`src/design/mcg_regs.svh`:
```
// Register map, field positions, reset values and timing counts of the clock generator.
// Assumes inclusion by bare name from the clock generator module only.
`ifndef MCG_REGS_SVH
`define MCG_REGS_SVH

// Register indices; byte address is four times the index
`define MCG_TUNE_IDX 10'h096
`define MCG_DIV_IDX 10'h095
`define MCG_STAT_IDX 10'h097
`define MCG_AUX_IDX 10'h0A2

// Field positions
`define MCG_TRIM_MSB 5
`define MCG_TRIM_LSB 0
`define MCG_CLOCK_OUTPUT_ENABLE_BIT 6
`define MCG_LP_BIT 7
`define MCG_DIV_MSB 7
`define MCG_STAT_RUN_BIT 3
`define MCG_STAT_CLKOUT_BIT 4

// Divider reset value and trim midpoint
`define MCG_DIV_RST 8'h00
`define MCG_TRIM_MID 6'h20

// Flash configuration codes for the oscillator source
`define MCG_CFG_XLOW 3'h0
`define MCG_CFG_XMED 3'h1
`define MCG_CFG_XHIGH 3'h2
`define MCG_CFG_EXT 3'h3
`define MCG_CFG_RC 3'h4
`define MCG_CFG_WDOG 3'h5

// Crystal amplifier range codes
`define MCG_RANGE_OFF 2'h0
`define MCG_RANGE_LOW 2'h1
`define MCG_RANGE_MED 2'h2
`define MCG_RANGE_HIGH 2'h3

// Frequencies in kHz and the core clock rate
`define MCG_CORE_CLK_MHZ 50
`define MCG_RC_NOMINAL_KHZ 7373
`define MCG_WDOG_NOMINAL_KHZ 400
`define MCG_NCO_FULL 65536
`define MCG_RC_INC_BASE ((`MCG_RC_NOMINAL_KHZ * `MCG_NCO_FULL) / (`MCG_CORE_CLK_MHZ * 1000))
`define MCG_WDOG_INC ((`MCG_WDOG_NOMINAL_KHZ * `MCG_NCO_FULL) / (`MCG_CORE_CLK_MHZ * 1000))
`define MCG_RC_INC_STEP 16'h0018

// Crystal wake-up hold-off
`define MCG_XTAL_OSC_CYC 10'h3E0
`define MCG_WAKE_EXTRA_US 60
`define MCG_WAKE_EXTRA_CYC ((`MCG_WAKE_EXTRA_US) * (`MCG_CORE_CLK_MHZ))

`endif

```
`src/design/mcg_pkg.sv`:
```
// Types shared by the clock generator: oscillator sources and hold-off states.
// Assumes nothing of its surroundings.
package mcg_pkg;

  // Oscillator clock source picked by flash configuration
  typedef enum logic [2:0] {
    mcg_src_xlow,
    mcg_src_xmed,
    mcg_src_xhigh,
    mcg_src_ext,
    mcg_src_rc,
    mcg_src_wdog
  } mcg_src_t;

  // Start-up and power state of the CPU clock
  typedef enum logic [1:0] {
    mcg_st_hold_osc,
    mcg_st_hold_time,
    mcg_st_run,
    mcg_st_stop
  } mcg_state_t;

endpackage

```
`src/design/mcg_clock_gen.sv`:
```
// Clock generation: source select, RC and watchdog oscillators, CPU clock divider,
// peripheral clock, clock output and the tune/divider/aux registers on APB.
// Assumes one 50 MHz core clock; oscillator edges appear as one-cycle ticks of it.
//
// Register access over APB was left to the implementer.
`timescale 1ns/1ps
`include "mcg_regs.svh"
module mcg_clock_gen (
  input wire logic core_clk,
  input wire logic rst_b,
  input wire logic ce,
  input wire logic por_reset,
  input wire logic [5:0] factory_trim,
  input wire logic [2:0] osc_config,
  input wire logic rtc_on_crystal,
  input wire logic crystal_input_pin,
  input wire logic power_down,
  input wire logic wake_request,
  input wire logic [11:0] paddr,
  input wire logic psel,
  input wire logic penable,
  input wire logic pwrite,
  input wire logic [31:0] pwdata,
  output logic [31:0] prdata,
  output logic pready,
  output logic pslverr,
  output logic cpu_tick,
  output logic machine_cycle,
  output logic peripheral_tick,
  output logic cpu_running,
  output logic low_power_clock_select,
  output logic [5:0] rc_trim,
  output logic [1:0] crystal_range,
  output logic crystal_output_clock_pin_o,
  output logic crystal_output_clock_pin_oe
);
  // ****************************************************************
  // Declarations
  // ****************************************************************
  logic [31:0] prdata_ff, nxt_prdata;
  logic pready_ff, nxt_pready, pslverr_ff, nxt_pslverr;
  logic [5:0] trim_ff, nxt_trim; // RC trim field
  logic clock_output_enable_ff, nxt_clock_output_enable; // Clock output enable
  logic [7:0] div_ff, nxt_div; // Divider value seen by software
  logic lp_ff, nxt_lp; // Low-power clock select
  mcg_pkg::mcg_src_t src_ff, nxt_src; // Latched source choice
  logic [1:0] range_ff, nxt_range; // Crystal amplifier range, off for other sources
  logic xin_s1_ff, xin_s2_ff, xin_s3_ff; // Crystal input synchroniser and edge history
  logic [15:0] nco_ff, nxt_nco; // Shared RC/watchdog phase accumulator
  logic [16:0] nco_sum;
  logic [15:0] nco_inc;
  logic [7:0] div_act_ff, nxt_div_act; // Divider value in use
  logic [8:0] cnt_ff, nxt_cnt, term; // Oscillator ticks within a CPU cycle and its last count
  logic cpu_tick_ff, nxt_cpu_tick, mcyc_ff, nxt_mcyc, ptick_ff, nxt_ptick;
  logic phase_ff, nxt_phase; // Half of the machine cycle
  logic pclk_ff, nxt_pclk; // Peripheral clock level, CPU/2
  logic xout_ff, nxt_xout, xoe_ff, nxt_xoe;
  mcg_pkg::mcg_state_t state_ff, nxt_state;
  logic [11:0] hold_ff, nxt_hold; // Hold-off counter
  logic running_ff, nxt_running; // CPU clock allowed; a flop so the output needs no decode
  logic is_crystal, apb_acc, osc_tick; // Tick pulses once per oscillator clock cycle
  logic [9:0] idx;
  assign idx = paddr[11:2];
  assign apb_acc = psel && penable && pready_ff;
  // Only crystal sources switch the amplifier on, so its range tells them apart
  assign is_crystal = (range_ff != `MCG_RANGE_OFF);
  // ****************************************************************
  // APB slave and registers
  // ****************************************************************
  // One wait state: pready rises the cycle after the access phase starts,
  // so read data and the error flag always come from flip-flops
  always_comb begin
    nxt_pready = psel && penable && !pready_ff;
    nxt_prdata = prdata_ff;
    nxt_pslverr = 1'b0;
    nxt_trim = trim_ff;
    nxt_clock_output_enable = clock_output_enable_ff;
    nxt_div = div_ff;
    nxt_lp = lp_ff;
    if (nxt_pready) begin
      nxt_prdata = 32'h0000_0000;
      unique case (idx)
        `MCG_TUNE_IDX: begin
          nxt_prdata[`MCG_TRIM_MSB:`MCG_TRIM_LSB] = trim_ff;
          nxt_prdata[`MCG_CLOCK_OUTPUT_ENABLE_BIT] = clock_output_enable_ff;
        end
        `MCG_DIV_IDX: nxt_prdata[`MCG_DIV_MSB:0] = div_ff;
        `MCG_AUX_IDX: nxt_prdata[`MCG_LP_BIT] = lp_ff;
        `MCG_STAT_IDX: begin
          nxt_prdata[2:0] = 3'(src_ff);
          nxt_prdata[`MCG_STAT_RUN_BIT] = running_ff;
          nxt_prdata[`MCG_STAT_CLKOUT_BIT] = xoe_ff;
        end
        default: nxt_pslverr = 1'b1;       // Unmapped address answers with an error
      endcase
    end
    // Writes land only on the completing edge
    if (apb_acc && pwrite) begin
      unique case (idx)
        `MCG_TUNE_IDX: begin
          nxt_trim = pwdata[`MCG_TRIM_MSB:`MCG_TRIM_LSB];
          nxt_clock_output_enable = pwdata[`MCG_CLOCK_OUTPUT_ENABLE_BIT];
        end
        `MCG_DIV_IDX: nxt_div = pwdata[`MCG_DIV_MSB:0];
        `MCG_AUX_IDX: nxt_lp = pwdata[`MCG_LP_BIT];
        default: ;
      endcase
    end
  end
  // Register the bus and software-visible state
  always_ff @(posedge core_clk) begin
    if (!rst_b) begin
      pready_ff <= 1'b0;
      prdata_ff <= 32'h0000_0000;
      pslverr_ff <= 1'b0;
      div_ff <= `MCG_DIV_RST;
      lp_ff <= 1'b0;
      if (por_reset) begin
        trim_ff <= factory_trim;
        clock_output_enable_ff <= 1'b0;
      end
    end else if (ce) begin
      pready_ff <= nxt_pready;
      prdata_ff <= nxt_prdata;
      pslverr_ff <= nxt_pslverr;
      trim_ff <= nxt_trim;
      clock_output_enable_ff <= nxt_clock_output_enable;
      div_ff <= nxt_div;
      lp_ff <= nxt_lp;
    end
  end
  // ****************************************************************
  // Source selection from flash configuration
  // ****************************************************************
  // Decoded only during reset, so no runtime write can switch the source
  always_comb begin
    nxt_src = src_ff;
    nxt_range = range_ff;
    if (!rst_b) begin
      unique case (osc_config)
        `MCG_CFG_XLOW: begin
          nxt_src = mcg_pkg::mcg_src_xlow;
          nxt_range = `MCG_RANGE_LOW;
        end
        `MCG_CFG_XMED: begin
          nxt_src = mcg_pkg::mcg_src_xmed;
          nxt_range = `MCG_RANGE_MED;
        end
        `MCG_CFG_XHIGH: begin
          nxt_src = mcg_pkg::mcg_src_xhigh;
          nxt_range = `MCG_RANGE_HIGH;
        end
        `MCG_CFG_EXT: begin
          nxt_src = mcg_pkg::mcg_src_ext;
          nxt_range = `MCG_RANGE_OFF;
        end
        `MCG_CFG_WDOG: begin
          nxt_src = mcg_pkg::mcg_src_wdog;
          nxt_range = `MCG_RANGE_OFF;
        end
        default: begin
          // Unused codes fall back to the RC oscillator
          nxt_src = mcg_pkg::mcg_src_rc;
          nxt_range = `MCG_RANGE_OFF;
        end
      endcase
    end
  end
  // Latch the choice while reset is held
  always_ff @(posedge core_clk) begin
    src_ff <= nxt_src;
    range_ff <= nxt_range;
  end
  // ****************************************************************
  // Oscillator ticks
  // ****************************************************************
  // RC and watchdog oscillators are phase accumulators; trim steps the RC rate
  always_comb begin
    if (src_ff == mcg_pkg::mcg_src_wdog) begin
      nco_inc = 16'(`MCG_WDOG_INC);
    end else begin
      nco_inc = 16'(`MCG_RC_INC_BASE) + 16'(($signed({1'b0, trim_ff}) - $signed({1'b0, `MCG_TRIM_MID})) *
                $signed({1'b0, `MCG_RC_INC_STEP}));
    end
    nco_sum = {1'b0, nco_ff} + {1'b0, nco_inc};
    nxt_nco = nco_sum[15:0];
    unique case (src_ff)
      mcg_pkg::mcg_src_rc, mcg_pkg::mcg_src_wdog: osc_tick = nco_sum[16];
      default: osc_tick = xin_s2_ff && !xin_s3_ff;
    endcase
  end
  // Crystal input passes two flip-flops; the second and a third one for edge history are looked at
  always_ff @(posedge core_clk) begin
    if (!rst_b) begin
      xin_s1_ff <= 1'b0;
      xin_s2_ff <= 1'b0;
      xin_s3_ff <= 1'b0;
      nco_ff <= 16'h0000;
    end else if (ce) begin
      xin_s1_ff <= crystal_input_pin;
      xin_s2_ff <= xin_s1_ff;
      xin_s3_ff <= xin_s2_ff;
      nco_ff <= nxt_nco;
    end
  end
  // ****************************************************************
  // Wake-up hold-off
  // ****************************************************************
  // Crystal sources wait 992 oscillator cycles then the fixed extra time;
  // other sources start at once. Power-down stops the CPU clock.
  always_comb begin
    nxt_state = state_ff;
    nxt_hold = hold_ff;
    unique case (state_ff)
      mcg_pkg::mcg_st_hold_osc: begin
        if (!is_crystal) begin
          nxt_state = mcg_pkg::mcg_st_run;
        end else if (osc_tick) begin
          if (hold_ff == 12'(`MCG_XTAL_OSC_CYC) - 12'h001) begin
            nxt_state = mcg_pkg::mcg_st_hold_time;
            nxt_hold = 12'h000;
          end else begin
            nxt_hold = hold_ff + 12'h001;
          end
        end
      end
      mcg_pkg::mcg_st_hold_time: begin
        if (hold_ff == 12'(`MCG_WAKE_EXTRA_CYC) - 12'h001) begin
          nxt_state = mcg_pkg::mcg_st_run;
        end else begin
          nxt_hold = hold_ff + 12'h001;
        end
      end
      mcg_pkg::mcg_st_run: begin
        if (power_down) begin
          nxt_state = mcg_pkg::mcg_st_stop;
        end
      end
      mcg_pkg::mcg_st_stop: begin
        if (wake_request) begin
          nxt_state = mcg_pkg::mcg_st_hold_osc;
          nxt_hold = 12'h000;
        end
      end
    endcase
    nxt_running = (nxt_state == mcg_pkg::mcg_st_run);
  end
  // Register the hold-off state
  always_ff @(posedge core_clk) begin
    if (!rst_b) begin
      state_ff <= mcg_pkg::mcg_st_hold_osc;
      hold_ff <= 12'h000;
      running_ff <= 1'b0;
    end else if (ce) begin
      state_ff <= nxt_state;
      hold_ff <= nxt_hold;
      running_ff <= nxt_running;
    end
  end
  // ****************************************************************
  // CPU clock divider and derived clocks
  // ****************************************************************
  // A new divider value is taken only at the end of a CPU cycle, so no
  // short or stretched cycle can appear when software changes it
  always_comb begin
    term = {div_act_ff, 1'b0} - 9'h001;
    nxt_div_act = div_act_ff;
    nxt_cnt = cnt_ff;
    nxt_cpu_tick = 1'b0;
    if (running_ff && osc_tick) begin
      if (div_act_ff == 8'h00 || cnt_ff == term) begin
        nxt_cpu_tick = 1'b1;
        nxt_cnt = 9'h000;
        nxt_div_act = div_ff;
      end else begin
        nxt_cnt = cnt_ff + 9'h001;
      end
    end
    nxt_phase = phase_ff ^ cpu_tick_ff;
    nxt_mcyc = cpu_tick_ff && phase_ff;
    nxt_ptick = cpu_tick_ff && phase_ff;
    nxt_pclk = pclk_ff ^ cpu_tick_ff;
    // Clock output only while the crystal is idle for both CPU and RTC
    nxt_xoe = clock_output_enable_ff && !is_crystal && !rtc_on_crystal;
    nxt_xout = nxt_xoe && nxt_pclk;
  end
  // Register divider and clock outputs
  always_ff @(posedge core_clk) begin
    if (!rst_b) begin
      div_act_ff <= `MCG_DIV_RST;
      cnt_ff <= 9'h000;
      cpu_tick_ff <= 1'b0;
      phase_ff <= 1'b0;
      mcyc_ff <= 1'b0;
      ptick_ff <= 1'b0;
      pclk_ff <= 1'b0;
      xoe_ff <= 1'b0;
      xout_ff <= 1'b0;
    end else if (ce) begin
      div_act_ff <= nxt_div_act;
      cnt_ff <= nxt_cnt;
      cpu_tick_ff <= nxt_cpu_tick;
      phase_ff <= nxt_phase;
      mcyc_ff <= nxt_mcyc;
      ptick_ff <= nxt_ptick;
      pclk_ff <= nxt_pclk;
      xoe_ff <= nxt_xoe;
      xout_ff <= nxt_xout;
    end
  end
  assign prdata = prdata_ff;
  assign pready = pready_ff;
  assign pslverr = pslverr_ff;
  assign cpu_tick = cpu_tick_ff;
  assign machine_cycle = mcyc_ff;
  assign peripheral_tick = ptick_ff;
  assign cpu_running = running_ff;
  assign low_power_clock_select = lp_ff;
  assign rc_trim = trim_ff;
  assign crystal_range = range_ff;
  assign crystal_output_clock_pin_o = xout_ff;
  assign crystal_output_clock_pin_oe = xoe_ff;
endmodule

```
`config.mk`:
```
export PLATFORM = sky130hd
export DESIGN_NAME = mcg_clock_gen
export DESIGN_NICKNAME = d
export VERILOG_FILES = /design/src/design/mcg_pkg.sv /design/src/design/mcg_clock_gen.sv
export VERILOG_INCLUDE_DIRS = /design/src /design/src/design
export SDC_FILE = /design/constraint.sdc
export NUM_CORES = 1
export LEC_CHECK = 0
export ABC_AREA = 1
export BUFFER_PORTS_ARGS = -buffer_cell sky130_fd_sc_hd__buf_4
export CAP_MARGIN = 0
export CORE_UTILIZATION = 51
export CTS_CLUSTER_DIAMETER = 150
export DETAILED_ROUTE_END_ITERATION = 8
export PLACE_DENSITY = 0.78
export SETUP_SLACK_MARGIN = 0.3
export SYNTH_ARGS = -nofsm -noshare
export SYNTH_HDL_FRONTEND = slang
export SYNTH_SLANG_ARGS = --single-unit
```
`constraint.sdc`:
```
create_clock -name core_clk -period 3.85 [get_ports core_clk]
set_input_delay 0.77 -clock core_clk [delete_from_list [all_inputs] [get_ports core_clk]]
set_output_delay 0.77 -clock core_clk [all_outputs]
set_load 0.1 [all_outputs]
```
==> results of run 1 <==
==> synth_stat cells (3+ instances only) <==
master,instances
buf_4,27
a211oi_1,9
ha_1,33
o21ai_0,43
dfxtp_1,76
xor2_1,19
a21oi_1,66
nor2_2,3
edfxtp_1,12
nand2_1,184
clkbuf_1,17
inv_1,104
nand3b_1,7
nand4_1,11
xnor2_1,9
nand3_1,49
o221ai_1,5
nor2_1,110
o211ai_1,7
o22ai_1,4
nor3_1,20
or2_2,6
==> stage by stage <==
stage	cells	cell area (sq um)	setup WS [ns]
floorplan	875	6000	-0.330
global route	1078	7110	-0.189
finish	1078	7110	-0.0286
CTS	1072	6980	0.132
detailed placement	1046	6470	0.0475
global placement	1046	6470	0.0779
==> cells by family after synthesis <==
| logic type | count (synthesis) | share of synthesized area, % |
|---|---|---|
| flip-flops | 88 | 32.1 |
| XOR/XNOR | 28 | 4.18 |
| adder cells (fa/ha/maj) | 35 | 7.72 |
| buffers and inverters | 155 | 12.1 |
| other | 1 | 0.0639 |
| AO/OA/AOI/OAI | 144 | 13.8 |
| AND/OR/NAND/NOR | 401 | 30.0 |
==> timing repair <==
item / CTS / global route
setup endpoints to repair: 36 / 38
cloned: 0 / 0
pin swaps: 13 / 20
setup buffers: 10 / 6
resized for setup: 32 / 25
==> registers in the layout, indices dropped and copies added (netlist names), 2 cells and up <==
name           cells
rc_trim            6
div_act_ff         8
cnt_ff             9
state_ff           2
div_ff             8
prdata             8
hold_ff           12
nco_ff            16
src_ff             3
crystal_range      2
==> worst register-to-register path, stage by stage (launching register included) <==
cell      delay [ns]
edfxtp_1        0.43
ha_1            0.32
ha_2            0.19
fa_2            0.38
a21oi_2         0.18
o21ai_2         0.10
nand2_1         0.12
xor2_1          0.31
nand2_2         0.12
o21ai_2         0.21
a21oi_4         0.07
ha_4            0.27
nand2_1         0.06
nor3_1          0.17
nand2_1         0.08
nand2_2         0.11
nand4_4         0.18
nor2_1          0.27
nand2_1         0.08
nand3_1         0.08
nor2_1          0.04
==> worst paths after layout <==
| check | end | slack [ns] | cells past startpoint |
|---|---|---|---|
| worst min-delay path | crystal_output_clock_pin_o$_SDFFE_PN0P_ | 0.47 | 2 |
| worst max-delay path | cnt_ff[5]$_SDFFE_PN0P_ | -0.03 | 20 |
| worst min register to register | crystal_output_clock_pin_o$_SDFFE_PN0P_ | 0.47 | 2 |
| worst max register to register | cnt_ff[5]$_SDFFE_PN0P_ | -0.03 | 20 |
==> metal layers <==
metal	share of wire, %	up-vias	wire length, um	global-route usage, %
met2	48	124	6790	42.2
met5	0	-	0	0
met3	3.6	20	509	3.65
met4	1.5	0	210	6.57
met1	47	2575	6530	31.5
li1	-	2893	-	-
==> where the power goes <==
group	internal (mW)	switching, mW	leakage, nW	total (mW)
sequential	0.988	0.0420	0.731	1.03
clock	0.577	0.395	0.157	0.972
combinational	0.397	0.715	2.32	1.11
total	1.96	1.15	3.20	3.11
==> layout make-up <==
cell class / count / share of cell area [%]
well taps: 140 / 2.46
inverters: 107 / 5.93
flip-flops and latches: 88 / 26.5
clock buffers: 9 / 3.17
repair buffers: 95 / 10.2
multi-input cells: 632 / 50.3
clock inverters: 7 / 1.44
==> impl_results.md, run 1 <==
* Final antenna-violating net count at 0
* Share of post-route cells with drive strength above 1 at 19.8%
* Nets at 1032
* Average routed wire per standard cell at 13.0 um
* Area of the core region at 11000 sq um
* Number of vias after detailed routing at 5612
* Vias/cell at 5.21
* CTS H-Tree Depth at 3
* Setup Skew at 0.0103 ns
* Max VDD drop at 0.357 mV
* Fillers at 972
* GRT Overall Usage at 24.4%
* Most frequent cells in the layout: nand2_1, inv_1, nor2_1
* Flop and latch count out of synthesis at 88
* Final Hold Fails at 0
* RSZ-0062 raised after global routing: yes
* Origin of the worst min-delay path: crystal_output_clock_pin_o$_SDFFE_PN0P_
* Routed WL at 14.0 mm
* Die Width at 109 um
* Clock tree from TritonCTS: done
* Peak Freq at 258 MHz
* Diode count at 0
* Proportion of register bits with asynchronous set or reset after synthesis at 0%
* Number of iterations in the first detailed-routing pass at 5
* Violated checks: negative setup slack
* DIE AREA at 11900 sq um
* Leakage component of the power at 3.20 nW
* Tightest Pin Transition at 0.757 ns
* TritonCTS buffer count at 9
* Sum of overflow across all layers after global routing at 0
* Cell type contributing the most total cell area after synthesis: dfxtp_1
* Hold buffer count at CTS at 0
* Maximum number of buffers from clock root to sink at 2
* Global-route wire length before repair at 23.0 mm
* Arrival time reported for the critical path endpoint at 4.11 ns
* Hold WS at 0.466 ns
* Initial standard-cell utilization of the core at 53.2%
* Proportion of synthesized chip area in sequential cells at 32.1%
* Library cell contributing the largest single delay on the critical path: edfxtp_1
* Clock transition at the registers of the reported paths at 0.07 ns
* Time the final worst path needs with I/O delays and setup at 3.88 ns
* Drt initial violations at 295
* Boundary pin count at 113
* Normalized max-slew margin at 49.0%
* Number of distinct library cells after synthesis at 48
* Routability congestion estimate at 0.892
* Most common cell after layout, fill and taps aside: nand2_1
* Max-slew violation count at 0
* Yosys synthesis warning count at 0
* Area occupied by multi-input gates at 3580 sq um
* Vias in the first global route at 5082
* Cell type group with the largest total delay on the critical path: simple AND/OR/NAND/NOR gates
* Placed wire-length estimate at 9.86 mm
* Status: finished, violations left
* Final setup violating endpoints at 19
* Cell row count at 38
* DRC violation count after routing at 0
* Post-route clock period utilization at 101%
* Clk sinks at 88
* Slack of the critical path at -0.0286 ns
* Maximum cell stage delay along the critical path at 0.43 ns
* Port Buf Inserts at 62
* Crit. End Element: flop
* Average instance area after synthesis at 6.88 sq um
* Maximum number of pins on one net before global-route repair at 38
* Buffering stage count on the worst path with inverters included at 0
* Fraction of synthesized cell area taken by the top area cell type at 25.9%
* Min-delay worst type: flop to flop
* Crit Reg-Reg Startpoint: rc_trim[2]$_DFFE_PP_
* Top_reg_cell synth: dfxtp_1
* Initial antenna violation count at 0
* Endpoint required time on the critical path at 4.08 ns
* Crit path launch type: flop
* Fraction of the core area covered by cells at the end of the flow at 64.5%
* DIE HEIGHT at 109 um
* Cell breakdown of the critical path: ha_1, ha_2, fa_2, a21oi_2, o21ai_2, nand2_1, xor2_1, nand2_2, o21ai_2, a21oi_4, ha_4, nand2_1, nor3_1, nand2_1, nand2_2, nand4_4, nor2_1, nand2_1, nand3_1, nor2_1
* Setup Total Neg Slack at -0.295 ns
* Post-synth EDFFs at 12
* Area taken by flip-flops and latches at 1880 sq um
* Biggest area contributors in the synthesized netlist: dfxtp_1, nand2_1, ha_1, nor2_1, inv_1
* Most prevalent standard cell on the critical path: nand2_1
* Number of instances in the synthesized netlist at 852
* Crit Path Category: flop to flop
* Synthesized area at 5860 sq um
* Clk Latency, worst-skew pair at 0.35 ns
* Launching element of the worst setup path: rc_trim[2]$_DFFE_PP_
* Clk Tree Root Cell: clkbuf_16
* Ratio of total power to cell area at 438 nW/um^2
* MaxCap Viol Count at 0
* Synthesis-to-layout area growth at 21.2%
* Peak fanout along the critical path at 5
* Sum of internal, switching and leakage power at 3.11 mW
Note: power is estimated with default switching activity, not from simulation.
==> inputs of run 2 (changes only) <==
--- a/config.mk
+++ b/config.mk
@@ -12,7 +12,7 @@
 export CORE_UTILIZATION = 51
 export CTS_CLUSTER_DIAMETER = 150
 export DETAILED_ROUTE_END_ITERATION = 8
-export PLACE_DENSITY = 0.78
+export PLACE_DENSITY = 0.75
 export SETUP_SLACK_MARGIN = 0.3
 export SYNTH_ARGS = -nofsm -noshare
 export SYNTH_HDL_FRONTEND = slang
==> run 2 against run 1 <==
Compared with the run above:
- the flow still finishes with violations (negative setup slack)
- clock skew is 0.0023 ns lower
- total power up 1.3%
- hold slack lost 0.0023 ns
- sequential cell count did not move
- critical path type unchanged
- critical endpoint is now hold_ff[0]$_SDFFE_PN0P_
- largest cell class unchanged
==> impl_results.md, run 2 (synthesis gave the netlist of run 1 again) <==
* Status: finished, violations left
* Violated checks: negative setup slack
* DRC violation count after routing at 0
* Clock tree from TritonCTS: done
* Hold WS at 0.464 ns
* Worst reg2reg path endpoint: hold_ff[0]$_SDFFE_PN0P_
* Placed wire-length estimate at 10.1 mm
* Endpoint required time on the critical path at 4.07 ns
* Most frequent cells in the layout: nand2_1, inv_1, nor2_1
* Maximum cell stage delay along the critical path at 0.44 ns
* Inst Count DP at 1043
* Post-route clock period utilization at 102%
* Worst-case register-to-register setup slack at -0.07 ns
* Area post-placement at 6450 sq um
* Crit Path Category: flop to flop
* Library cell contributing the largest single delay on the critical path: edfxtp_1
* Origin of the worst min-delay path: crystal_output_clock_pin_o$_SDFFE_PN0P_
* Setup Skew at 0.00796 ns
* Initial standard-cell utilization of the core at 53.2%
* MaxCap Viol Count at 0
* Maximum number of pins on one net before global-route repair at 48
* Drt initial violations at 375
* Crit path launch type: flop
* Clk Tree Root Cell: clkbuf_16
* Port Buf Inserts at 62
* Final setup violating endpoints at 21
* Clk sinks at 88
* Number of vias after detailed routing at 5708
* Time the final worst path needs with I/O delays and setup at 3.92 ns
* Clock transition at the registers of the reported paths at 0.06 ns
* Post-placement setup slack at -0.0974 ns
* Reg with most FFs: nco_ff
* Peak Freq at 255 MHz
* Clk Latency, worst-skew pair at 0.35 ns
* DIE HEIGHT at 109 um
* Number of cells traversed by the worst hold path at 2
* Area occupied by multi-input gates at 3700 sq um
* Normalized max-slew margin at 14.5%
* Number of iterations in the first detailed-routing pass at 5
* CTS H-Tree Depth at 3
* Slack of the critical path at -0.0710 ns
* Final antenna-violating net count at 0
* Most common cell after layout, fill and taps aside: nand2_1
* Arrival time reported for the critical path endpoint at 4.14 ns
* Diode count at 0
* Leakage component of the power at 3.26 nW
* DIE AREA at 11900 sq um
* Non-filler cells in the finished layout at 1084
* Post-route cell area at 7290 sq um
* Ratio of total power to cell area at 433 nW/um^2
* Maximum number of buffers from clock root to sink at 2
* Min-delay worst type: flop to flop
* Count of cells along the worst register-to-register path at 23
* Capture endpoint of the worst hold path: crystal_output_clock_pin_o$_SDFFE_PN0P_
* Buffering stage count on the worst path with inverters included at 2
* Area of the core region at 11000 sq um
* Tightest Pin Transition at 1.27 ns
* Max VDD drop at 0.345 mV
* Crit. End Element: flop
* Cell breakdown of the critical path: ha_1, ha_2, fa_2, a21oi_4, o21ai_4, xor2_2, nand2_1, nand2_2, o21ai_2, a21oi_1, ha_1, nand2_1, inv_2, nand2_1, nor3_2, nand2_1, nand2_2, nand2_2, o21ai_4, buf_6, nand2_8, nand2_4, a21oi_2
* Flip-flop count of the largest register after layout at 16
* Final Hold Fails at 0
* Setup Total Neg Slack at -0.840 ns
* Crit Reg-Reg Startpoint: rc_trim[1]$_DFFE_PP_
* Vias in the first global route at 4955
* Max-slew violation count at 0
* Area taken by flip-flops and latches at 1880 sq um
* Fillers at 983
* Vias/cell at 5.27
* Boundary pin count at 113
* TritonCTS buffer count at 9
* Peak fanout along the critical path at 6
* Synthesis-to-layout area growth at 24.3%
* Die Width at 109 um
* Share of post-route cells with drive strength above 1 at 22.0%
* Cell type group with the largest total delay on the critical path: adder cells
* Routed WL at 15.0 mm
* GRT Overall Usage at 24.6%
* Cell row count at 38
* Sum of overflow across all layers after global routing at 0
* Routability congestion estimate at 0.888
* Biggest registers after layout: nco_ff x16, hold_ff x12, cnt_ff x9
* Most prevalent standard cell on the critical path: nand2_1
* RSZ-0062 raised after global routing: yes
* Average routed wire per standard cell at 13.8 um
* Hold buffer count at CTS at 0
* Global-route wire length before repair at 22.8 mm
* Initial antenna violation count at 0
* Nets at 1038
[run 2: area by class of cell]
type,instances,share of cell area (%)
clock buffers,10,3.14
clock inverters,6,1.24
inverters,107,5.79
multi-input cells,633,50.8
flip-flops and latches,88,25.8
well taps,140,2.40
repair buffers,99,10.7
repair inverters,1,0.0858
[run 2: worst max path at each step]
stage                    startpoint                  endpoint  slack (ns)  cells past startpoint
3_5_place_dp   rc_trim[3]$_DFFE_PP_   hold_ff[6]$_SDFFE_PN0P_        -0.1                     22
3_3_place_gp   rc_trim[2]$_DFFE_PP_   hold_ff[8]$_SDFFE_PN0P_       -0.06                     23
6_report       rc_trim[1]$_DFFE_PP_   hold_ff[0]$_SDFFE_PN0P_       -0.07                     23
2_1_floorplan  rc_trim[1]$_DFFE_PP_  hold_ff[11]$_SDFFE_PN0P_       -0.33                     22
4_1_cts        rc_trim[2]$_DFFE_PP_   hold_ff[0]$_SDFFE_PN0P_        0.11                     22
5_1_grt        rc_trim[3]$_DFFE_PP_    cnt_ff[5]$_SDFFE_PN0P_       -0.25                     23
[run 2: worst register-to-register path, delay by kind of cell (launching register included)]
| kind | cells | cell delay, ns |
|---|---|---|
| AOI/OAI and AO/OA | 6 | 0.77 |
| xor gates and xnor gates | 1 | 0.16 |
| adders and majority gates | 4 | 1.25 |
| buffers and inverters | 2 | 0.21 |
| DFF | 1 | 0.44 |
| and+or+nand+nor | 10 | 0.96 |
[run 2: through the flow]
stage / util [%] / total power, mW
2_1_floorplan: - / 1.83
3_3_place_gp: 58.5 / 2.01
3_5_place_dp: 58.5 / 2.02
4_1_cts: 63.5 / 3.07
5_1_grt: 66.1 / 3.32
6_report: 66.1 / 3.16
[run 2: report_power, final]
part	leakage [nW]	total, mW	switching (mW)	internal, mW
registers	0.731	1.03	0.0425	0.989
clock network	0.153	0.957	0.385	0.573
logic	2.37	1.17	0.750	0.417
[run 2: what timing repair did]
item | CTS | global route
buffers inserted | 13 | 9
endpoints found under the setup margin | 36 | 38
cloned | 2 | 1
pin swaps | 16 | 19
gates resized for setup | 34 | 58
[run 2: routing by layer]
layer  vias to the layer above  wire length, um  track usage (%)
met1                      2641             6720             31.5
met5                         -                0                0
met2                       144             7380             41.3
li1                       2907                -                -
met4                         0              140             6.29
met3                        16              755             5.86
==> inputs of run 3 (changes only) <==
--- a/config.mk
+++ b/config.mk
@@ -9,10 +9,11 @@
 export ABC_AREA = 1
 export BUFFER_PORTS_ARGS = -buffer_cell sky130_fd_sc_hd__buf_4
 export CAP_MARGIN = 0
-export CORE_UTILIZATION = 51
+export CORE_UTILIZATION = 52
+export CTS_BUF_LIST = sky130_fd_sc_hd__clkbuf_4
 export CTS_CLUSTER_DIAMETER = 150
 export DETAILED_ROUTE_END_ITERATION = 8
-export PLACE_DENSITY = 0.75
+export PLACE_DENSITY = 0.77
 export SETUP_SLACK_MARGIN = 0.3
 export SYNTH_ARGS = -nofsm -noshare
 export SYNTH_HDL_FRONTEND = slang
==> run 3 against run 2 <==
Compared with the run above:
- the run still ends with negative setup slack left
- utilization is 1.4 points lower
- global-route usage is 0.23 points higher
- largest cell class unchanged
- routed wire length is 5.2% lower
- hold slack better by 0.014 ns
- maximum frequency is 0.94% higher
- combinational power is 3% lower
- sequential share of layout area is 0.77 points higher
- total power is 16% lower
- sequential power hardly changed
==> impl_results.md, run 3 (synthesis gave the netlist of run 1 again) <==
* Status: finished, violations left
* Violated checks: negative setup slack
* Reg with most FFs: nco_ff
* Clk Latency, worst-skew pair at 0.47 ns
* Clock transition at the registers of the reported paths at 0.15 ns
* GRT Overall Usage at 24.8%
* Nets at 1034
* Maximum number of buffers from clock root to sink at 2
* Routed WL at 14.2 mm
* DRC violation count after routing at 0
* Cell row count at 38
* Endpoint required time on the critical path at 4.22 ns
* GR met1 Demand/Resource at 33.7%
* Vias in the first global route at 4973
* Flip-flop count of the largest register after layout at 16
* TritonCTS buffer count at 9
* Crit path launch type: flop
* Maximum number of pins on one net before global-route repair at 40
* Final Hold Fails at 0
* DIE HEIGHT at 108 um
* Most frequent cells in the layout: nand2_1, inv_1, nor2_1
* Post-route clock period utilization at 101%
* GR Util met3 at 4.88%
* Time the final worst path needs with I/O delays and setup at 3.88 ns
* Placed wire-length estimate at 9.84 mm
* Leakage component of the power at 3.17 nW
* Synthesis-to-layout area growth at 20.7%
* Min-delay worst type: flop to flop
* Clk sinks at 88
* Crit Path Category: flop to flop
* Max VDD drop at 0.234 mV
* Most common cell after layout, fill and taps aside: nand2_1
* Boundary pin count at 113
* Hold buffer count at CTS at 0
* Arrival time reported for the critical path endpoint at 4.25 ns
* Diode count at 0
* Initial standard-cell utilization of the core at 53.6%
* Sum of overflow across all layers after global routing at 0
* Setup Skew at 0.0248 ns
* Biggest registers after layout: nco_ff x16, hold_ff x12, cnt_ff x9
* Global-route wire length before repair at 23.1 mm
* Peak fanout along the critical path at 8
* Ratio of total power to cell area at 375 nW/um^2
* Port Buf Inserts at 62
* Number of iterations in the first detailed-routing pass at 5
* Final setup violating endpoints at 10
* Non-filler cells in the finished layout at 1080
* Met2 track demand over resource in global routing at 40.6%
* Average routed wire per standard cell at 13.2 um
* Slack of the critical path at -0.0345 ns
* Setup Total Neg Slack at -0.0956 ns
* Normalized max-slew margin at 55.0%
* Hold WS at 0.477 ns
* Vias/cell at 5.21
* Most Used Layer, Global Route: met2
* Inst Count DP at 1046
* Post-placement setup slack at 0.0146 ns
* Area post-placement at 6470 sq um
* Fillers at 973
* Clk Tree Root Cell: clkbuf_4
* Share of post-route cells with drive strength above 1 at 23.2%
* Max-slew violation count at 0
* Final antenna-violating net count at 0
* Clock tree from TritonCTS: done
* Sum of internal, switching and leakage power at 2.66 mW
* MaxCap Viol Count at 0
* CTS H-Tree Depth at 3
* Area of the core region at 10900 sq um
* Post-route cell area at 7080 sq um
* RSZ-0062 raised after global routing: yes
* Fraction of the core area covered by cells at the end of the flow at 64.7%
* Initial antenna violation count at 0
* Peak Freq at 257 MHz
* Drt initial violations at 370
* DIE AREA at 11700 sq um
* Routability congestion estimate at 0.914
* Die Width at 108 um
* Tightest Pin Transition at 0.668 ns
* Number of vias after detailed routing at 5629
* Crit. End Element: flop
-- run 3: final cells by class --
cell class	instances	area [sq um]	share of cell area (%)
Inverter	107	422	5.96
Sequential cell	88	1880	26.6
Timing Repair Buffer	96	763	10.8
Tap cell	140	175	2.48
Timing Repair inverter	1	8.76	0.124
Multi-Input combinational cell	632	3700	52.3
Clock inverter	7	55.1	0.778
Clock buffer	9	67.6	0.955
-- run 3: final timing paths --
check	start	to	slack, ns	depth (start not counted)
max reg2reg	rc_trim[2]$_DFFE_PP_	div_act_ff[1]$_SDFFE_PN0P_	-0.03	25
min	prdata[1]$_SDFFE_PN0P_	prdata[1]$_SDFFE_PN0P_	0.48	2
max	rc_trim[2]$_DFFE_PP_	div_act_ff[1]$_SDFFE_PN0P_	-0.03	25
min reg2reg	prdata[1]$_SDFFE_PN0P_	prdata[1]$_SDFFE_PN0P_	0.48	2
-- run 3: worst max-delay path: stages (launching register included) --
cell,delay (ns)
edfxtp_1,0.46
ha_1,0.32
ha_2,0.19
fa_2,0.40
a21oi_2,0.17
o21ai_2,0.09
xor2_1,0.21
nand2_1,0.12
or2_4,0.26
a21oi_2,0.12
ha_1,0.26
nand2_1,0.09
inv_2,0.04
nand2_1,0.05
nand2_1,0.06
nand2_1,0.07
nand2_1,0.05
nor2_2,0.09
nand2_2,0.09
nand4_4,0.08
buf_12,0.15
inv_8,0.05
nand2_8,0.11
clkinv_8,0.10
nor2_4,0.10
nor2_1,0.04
-- run 3: timing repair --
item / CTS / global route
setup endpoints to repair: 36 / 39
endpoints found under the hold margin: 0 / 0
cloned: 1 / 1
gates resized for setup: 40 / 63
buffers inserted: 9 / 7
pin swaps: 18 / 27
-- run 3: where the power goes --
group | leakage (nW) | switching [mW] | total [mW] | internal, mW
registers | 0.731 | 0.0424 | 1.03 | 0.989
logic | 2.37 | 0.722 | 1.13 | 0.408
clock network | 0.0629 | 0.357 | 0.495 | 0.138
total | 3.17 | 1.12 | 2.66 | 1.54
-- run 3: layer usage --
layer	up-vias	wire length, um
met1	2589	6580
met5	-	0
li1	2899	-
met3	12	669
met2	129	6800
met4	0	153
